===== src/rtl/cgc_pkg.sv =====
package cgc_pkg;

    localparam int unsigned CGC_OSC_COUNT_W = 8;
    localparam int unsigned CGC_DIV_W = 8;
    localparam int unsigned CGC_FACTOR_W = 11;
    localparam int unsigned CGC_SETTLE_W = 6;
    localparam int unsigned CGC_FREQ_W = 16;
    localparam int unsigned CGC_PRESCALE_W = 3;
    localparam int unsigned CGC_PERIODS_W = 5;

    // startup countdown steps on every eighth slow clock rising edge
    localparam logic [CGC_PRESCALE_W-1:0] CGC_PRESCALE_LAST = 3'h7;
    // measurement window closes at this falling edge count
    localparam logic [CGC_PERIODS_W-1:0] CGC_MEAS_PERIODS = 5'h10;

    localparam logic [CGC_OSC_COUNT_W-1:0] CGC_OSC_COUNT_RST = 8'h00;
    localparam logic [CGC_DIV_W-1:0] CGC_DIV_RST = 8'h00;
    localparam logic [CGC_FACTOR_W-1:0] CGC_FACTOR_RST = 11'h000;
    localparam logic [CGC_SETTLE_W-1:0] CGC_SETTLE_RST = 6'h00;
    localparam logic [CGC_FREQ_W-1:0] CGC_FREQ_RST = 16'h0000;
    localparam logic [CGC_FREQ_W-1:0] CGC_FREQ_MAX = 16'hffff;

    typedef enum logic [1:0] {
        CGC_MEAS_IDLE,
        CGC_MEAS_WAIT_RISE,
        CGC_MEAS_COUNT,
        CGC_MEAS_DONE
    } cgc_meas_t;

    typedef struct packed {
        logic [2:0] slow_sync;
        logic [2:0] main_sync;
        logic main_osc_enable;
        logic osc_bypass_select;
        logic osc_counting;
        logic [CGC_OSC_COUNT_W-1:0] osc_startup_count;
        logic [CGC_PRESCALE_W-1:0] prescale;
        logic main_osc_stable;
        logic slow_clock_selected;
        cgc_meas_t meas_state;
        logic [CGC_PERIODS_W-1:0] fall_count;
        logic [CGC_FREQ_W-1:0] main_freq_count;
        logic freq_measure_ready;
        logic [CGC_DIV_W-1:0] pll_divider;
        logic [CGC_FACTOR_W-1:0] pll_feedback_factor;
        logic pll_enable;
        logic pll_input_enable;
        logic pll_counting;
        logic [CGC_SETTLE_W-1:0] pll_settle_count;
        logic pll_lock;
    } cgc_state_t;

endpackage : cgc_pkg


===== src/rtl/cgc_top.sv =====
// Functional notes
// three clocks: free slow clock, main oscillator clock, divider and pll clock
// reset leaves main oscillator off and slow clock selected
// clearing oscillator enable clears the stable flag
// enable write clears stable, counts down from value at slow clock over 8
// startup count field is 8 bits, about 62 ms at most
// countdown at zero sets stable flag, which may interrupt
// software loads startup count matching the crystal startup time
// frequency counting starts at slow rising edge after stable is set
// sixteenth slow falling edge stops counter and sets ready flag
// frequency value is main cycles in 16 slow clock periods
// external clock use: software sets bypass 1 and enable 0
// software picks divider respecting pll minimum input frequency
// divider accepts every integer 1 to 255
// divider zero holds divider and pll output low; code only clears pll_input_enable, pll_enable and lock follow factor
// reset sets divider to zero, stopping pll input clock
// pll output is source times factor plus one over divider
// factor zero powers pll down, nonzero re-enables it
// re-enable or parameter change clears the lock flag
// pll write loads settle count, decremented on slow clock, zero sets lock
// software sets settle count to cover pll transient time
// pll factor field is 11 bits, 0 through 2047
// flags are held levels presented to power status logic
`timescale 1ns/1ps
`default_nettype none

module cgc_top
    import cgc_pkg::*;
(
    input wire logic clk_sys,
    input wire logic rst_b,
    input wire logic slow_clock,
    input wire logic main_clock,
    input wire logic osc_cfg_write,
    input wire logic osc_cfg_enable,
    input wire logic osc_cfg_bypass,
    input wire logic [CGC_OSC_COUNT_W-1:0] osc_cfg_count,
    input wire logic pll_cfg_write,
    input wire logic [CGC_DIV_W-1:0] pll_cfg_divider,
    input wire logic [CGC_FACTOR_W-1:0] pll_cfg_factor,
    input wire logic [CGC_SETTLE_W-1:0] pll_cfg_settle,
    output logic main_osc_enable,
    output logic osc_bypass_select,
    output logic main_osc_stable,
    output logic slow_clock_selected,
    output logic freq_measure_ready,
    output logic [CGC_FREQ_W-1:0] main_freq_count,
    output logic [CGC_DIV_W-1:0] pll_divider,
    output logic [CGC_FACTOR_W-1:0] pll_feedback_factor,
    output logic pll_enable,
    output logic pll_input_enable,
    output logic pll_lock
);

    cgc_state_t state;
    cgc_state_t next_state;

    logic slow_rise;
    logic slow_fall;
    logic main_rise;
    logic osc_tick;

    // edges seen only from the second and third sync stages
    assign slow_rise = state.slow_sync[1] & ~state.slow_sync[2];
    assign slow_fall = ~state.slow_sync[1] & state.slow_sync[2];
    assign main_rise = state.main_sync[1] & ~state.main_sync[2];
    assign osc_tick = slow_rise && (state.prescale == CGC_PRESCALE_LAST);

    always_comb begin
        next_state = state;
        next_state.slow_sync = {state.slow_sync[1:0], slow_clock};
        next_state.main_sync = {state.main_sync[1:0], main_clock};

        // main oscillator startup
        if (state.osc_counting && slow_rise) begin
            next_state.prescale = state.prescale + 3'h1;
        end
        // stable is set on the tick that brings the count to zero, a loaded zero ends on the first tick
        if (state.osc_counting && osc_tick) begin
            next_state.osc_startup_count = state.osc_startup_count - 8'h01;
            if (state.osc_startup_count == CGC_OSC_COUNT_RST) begin
                next_state.osc_startup_count = CGC_OSC_COUNT_RST;
            end
            if (next_state.osc_startup_count == CGC_OSC_COUNT_RST) begin
                next_state.main_osc_stable = 1'b1;
                next_state.osc_counting = 1'b0;
            end
        end
        if (osc_cfg_write) begin
            next_state.main_osc_enable = osc_cfg_enable;
            next_state.osc_bypass_select = osc_cfg_bypass;
            next_state.osc_startup_count = osc_cfg_count;
            next_state.prescale = '0;
            next_state.main_osc_stable = 1'b0;
            next_state.osc_counting = osc_cfg_enable;
        end
        next_state.slow_clock_selected = ~next_state.main_osc_stable;

        // main clock frequency measurement
        case (state.meas_state)
            CGC_MEAS_IDLE: begin
                if (state.main_osc_stable) begin
                    next_state.meas_state = CGC_MEAS_WAIT_RISE;
                end
            end
            CGC_MEAS_WAIT_RISE: begin
                if (slow_rise) begin
                    next_state.meas_state = CGC_MEAS_COUNT;
                    next_state.fall_count = '0;
                    next_state.main_freq_count = CGC_FREQ_RST;
                end
            end
            CGC_MEAS_COUNT: begin
                if (main_rise && state.main_freq_count != CGC_FREQ_MAX) begin
                    next_state.main_freq_count = state.main_freq_count + 16'h0001;
                end
                if (slow_fall) begin
                    next_state.fall_count = state.fall_count + 5'h01;
                    if (state.fall_count + 5'h01 == CGC_MEAS_PERIODS) begin
                        next_state.meas_state = CGC_MEAS_DONE;
                        next_state.freq_measure_ready = 1'b1;
                    end
                end
            end
            CGC_MEAS_DONE: begin
                next_state.meas_state = CGC_MEAS_DONE;
            end
            default: begin
                next_state.meas_state = CGC_MEAS_IDLE;
            end
        endcase
        if (!next_state.main_osc_stable) begin
            next_state.meas_state = CGC_MEAS_IDLE;
            next_state.freq_measure_ready = 1'b0;
        end

        // divider and pll
        // lock is set on the slow rise that brings the count to zero
        if (state.pll_counting && slow_rise) begin
            next_state.pll_settle_count = state.pll_settle_count - 6'h01;
            if (state.pll_settle_count == CGC_SETTLE_RST) begin
                next_state.pll_settle_count = CGC_SETTLE_RST;
            end
            if (next_state.pll_settle_count == CGC_SETTLE_RST) begin
                next_state.pll_lock = 1'b1;
                next_state.pll_counting = 1'b0;
            end
        end
        if (pll_cfg_write) begin
            next_state.pll_divider = pll_cfg_divider;
            next_state.pll_feedback_factor = pll_cfg_factor;
            next_state.pll_enable = (pll_cfg_factor != CGC_FACTOR_RST);
            next_state.pll_input_enable = (pll_cfg_divider != CGC_DIV_RST);
            next_state.pll_lock = 1'b0;
            next_state.pll_settle_count = pll_cfg_settle;
            next_state.pll_counting = (pll_cfg_factor != CGC_FACTOR_RST);
        end
    end

    always_ff @(posedge clk_sys) begin
        if (!rst_b) begin
            state <= '0;
            state.main_osc_enable <= 1'b0;
            state.slow_clock_selected <= 1'b1;
            state.osc_startup_count <= CGC_OSC_COUNT_RST;
            state.pll_divider <= CGC_DIV_RST;
            state.pll_feedback_factor <= CGC_FACTOR_RST;
            state.pll_settle_count <= CGC_SETTLE_RST;
            state.main_freq_count <= CGC_FREQ_RST;
            state.meas_state <= CGC_MEAS_IDLE;
        end else begin
            state <= next_state;
        end
    end

    assign main_osc_enable = state.main_osc_enable;
    assign osc_bypass_select = state.osc_bypass_select;
    assign main_osc_stable = state.main_osc_stable;
    assign slow_clock_selected = state.slow_clock_selected;
    assign freq_measure_ready = state.freq_measure_ready;
    assign main_freq_count = state.main_freq_count;
    assign pll_divider = state.pll_divider;
    assign pll_feedback_factor = state.pll_feedback_factor;
    assign pll_enable = state.pll_enable;
    assign pll_input_enable = state.pll_input_enable;
    assign pll_lock = state.pll_lock;

endmodule : cgc_top

`default_nettype wire

===== config.mk =====
export PLATFORM = sky130hd
export DESIGN_NAME = cgc_top
export DESIGN_NICKNAME = d
export VERILOG_FILES = /design/src/rtl/cgc_pkg.sv /design/src/rtl/cgc_top.sv
export SDC_FILE = /design/constraint.sdc
export NUM_CORES = 1
export LEC_CHECK = 0
export BUFFER_PORTS_ARGS = -buffer_cell sky130_fd_sc_hd__clkbuf_2
export CORE_MARGIN = 2
export CORE_UTILIZATION = 54
export DETAILED_ROUTE_END_ITERATION = 7
export PLACE_DENSITY = 0.77
export SLEW_MARGIN = 20
export SYNTH_ARGS = -nofsm -noshare
export SYNTH_HDL_FRONTEND = slang
export SYNTH_SLANG_ARGS = --single-unit

===== constraint.sdc =====
create_clock -name clk_sys -period 2.2 [get_ports clk_sys]
set_clock_uncertainty 0.05 [all_clocks]
set_input_delay 0.22 -clock clk_sys [delete_from_list [all_inputs] [get_ports clk_sys]]
set_output_delay 0.22 -clock clk_sys [all_outputs]
set_load 0.005 [all_outputs]

==> impl_metrics.toml <==
[grt]
grt_max_degree = 36
grt-ovfl-total = 0
met1_usage_pct = 26.2
use_met3_pct = 5.60
busiest_layer = "met2"
grt_pass1_wl_um = 13300
grt_pass1_vias = 3070
use_met2_pct = 35.7
grt_usage_pct = 21.6
antenna_found_initial = 0

[flow_run]
drv_cap = 0

[route]
drtAntennaViolNets = 0
drt_first_pass_iters = 4
avgRoutedWirePerCell_um = 13.3
vias = 3225
vias_per_cell = 5.38
drt-initial-drc-count = 60
drc = 0
wirelength_um = 7990

[power]
p_sw_share_pct = 23.7
p_comb_share_pct = 9.7
p_clk_share_pct = 41.2
ir_drop_mv = 0.503
p_per_area_nw_per_um2 = 665
internal_power_mw = 2.26
p_sw_mw = 0.701
pwr-share-seq_pct = 49.1
finalPower_mw = 2.96
power.leakage_nw = 1.96

[clock_network]
post_cts_buffers = 0
clock_sinks = 75
clock_latency_ns = 0.35
cts_buffer_depth = 2
root_buffer = "clkbuf_8"
cts_hold_repair.buffers = 0
cts_made_buffers = 9
path_clk_slew_ns = 0.08
cts_resized = 0
cts-htree-levels = 3
cts_tree = "done"

[sta]
drv_slew = 0
fin_tns_setup_ns = 0
min_period_ns = 2.06
hold_viol = 0
slew_headroom_pct = 65.1
holdWs_ns = 0.0256
tightest_slew_ns = 0.518
setup_viol = 0
final.setup.worst_slack_ns = 0.144
fmax_mhz = 486
fin_crit_sh_pct = 93.5
grt_setup_unrepaired = "no"

[placement]
pre_cts_ws_ns = 0.0470
routabilityCongestion = 0.928
place_area_um2 = 4190
place_inst = 584
dp_hpwl_um = 6000
io_buffer_count = 83

[critical_path]
crit_slowest_cell = "or4_1"
path_cells = "ha_1 -> nand4_1 -> or4_1 -> a21oi_1 -> buf_4 -> nand2_1 -> a21boi_0"
worstSetupEndpointType = "flop"
cp.buffers_inverters = 1
arrival_ns = 2.27
cp_max_fo = 12
cp_data_required_time_ns = 2.41
worstSetupStartpointType = "flop"
critPathKind = "reg2reg"
max_stage_delay_ns = 0.60
crit_family = "simple AND/OR/NAND/NOR gates"

[finish]
insertedDiodeCount = 0
final_cell_area_um2 = 4450
fillers = 580
final_util_pct = 64.8
final_nets = 547
final_common_cell = "clkbuf_2"
drive_gt1_share_pct = 26.6
final_cell_mix = "clkbuf_2, dfxtp_1, nand2_1"
layout.cells.non_filler = 600
area_growth_pct = 15.3

[min_path]
hold_class = "in2reg"

[logic_synthesis]
synth_area_um2 = 3860
synth_edf_count = 0
syn-num-nets = 487
yosysWarnings = 0
synthCells = 439
synth.area.top_cells = "dfxtp_1, buf_4, mux2i_1, nor2b_1, nand2_1"
synth_ff_type = "dfxtp_1"
synth.distinct_cells = 61
yosysTopAreaCell = "dfxtp_1"
seq_area_frac_synth_pct = 38.9
ys_ff_latch = 75
async_flop_share_pct = 0
synth_area_per_cell_um2 = 8.80
netlist.area_leader.share_pct = 38.9

[die]
die-width_um = 88.6
die-area_um2 = 7840
start_util_pct = 56.2
rows = 30
die_h_um = 88.6
core_um2 = 6870
ios = 84

[run_status]
outcome = "completed"
[power groups by stage]
stage	clock [mW]	combinational, mW	sequential (mW)
CTS	1.25	0.283	1.45
global route	1.29	0.322	1.46
global placement	0	0.272	1.48
finish	1.22	0.287	1.45
detailed placement	0	0.282	1.48
floorplan	0	0.206	1.47
[worst paths after layout]
path	startpoint	to	slack, ns	cells past startpoint
setup / recovery	main_freq_count[0]	main_freq_count[0]	0.14	7
hold / removal	slow_clock	next_state[73]	0.03	2
setup reg to reg	main_freq_count[0]	main_freq_count[0]	0.14	7
hold reg to reg	next_state[70]	next_state[71]	0.39	1
[metal layers]
metal	wire (µm)	up-vias	share of wire [%]
met5	0	-	0
met4	149	0	1.9
met3	373	16	4.7
met2	3760	83	47
met1	3710	1487	46
li1	-	1639	-
[logic make-up (layout without fill, tap and decap cells)]
family                   count (synthesis)  in the layout  synth area share, %
AND/OR/NAND/NOR                        176            176                 26.3
AO/OA/AOI/OAI                           79             79                 13.1
flip-flops                              75             75                 38.9
buffers and inverters                   65            130                 10.1
multiplexers                            27             27                 7.03
XOR/XNOR                                10             10                 2.27
adder cells (fa/ha/maj)                  7              7                 2.27
[flip-flops by register name, indices dropped and copies added, names as in the netlist]
| name | cells |
|---|---|
| state | 28 |
| pll_divider | 8 |
| pll_input_enable | 1 |
| main_osc_stable | 1 |
| main_osc_enable | 1 |
| pll_enable | 1 |
| slow_clock_selected | 1 |
| main_freq_count | 16 |
| pll_feedback_factor | 11 |
| next_state | 4 |
| osc_bypass_select | 1 |
| freq_measure_ready | 1 |
| pll_lock | 1 |
[synth_stat cells (all sizes together), types with 2 or more instances]
library cell,count
nand4,8
and4,2
a21oi,25
nor2,26
xnor2,7
dfxtp,75
nand3b,4
nor3,11
inv,13
nor4,7
a21boi,5
mux2i,26
a2bb2oi,2
nor2b,23
a2111oi,2
a211o,3
nand3,9
o211ai,2
o21ai,18
or3,7
nand2b,9
nand2,36
and2,11
ha,7
clkbuf,12
buf,40
or4,5
and4b,2
a31oi,5
a211oi,4
a21o,2
xor2,3
o211a,4
and3,8
[layout make-up]
cell class / instances / area (µm²) / area share [%]
clock buffer: 11 / 151 / 3.40
clock inverter: 5 / 83.8 / 1.88
inverter: 13 / 48.8 / 1.10
multi-input combinational: 299 / 2000 / 44.8
sequential: 75 / 1500 / 33.7
tap: 96 / 120 / 2.70
timing repair buffer: 101 / 551 / 12.4
Note: power is estimated with default switching activity, not from simulation.
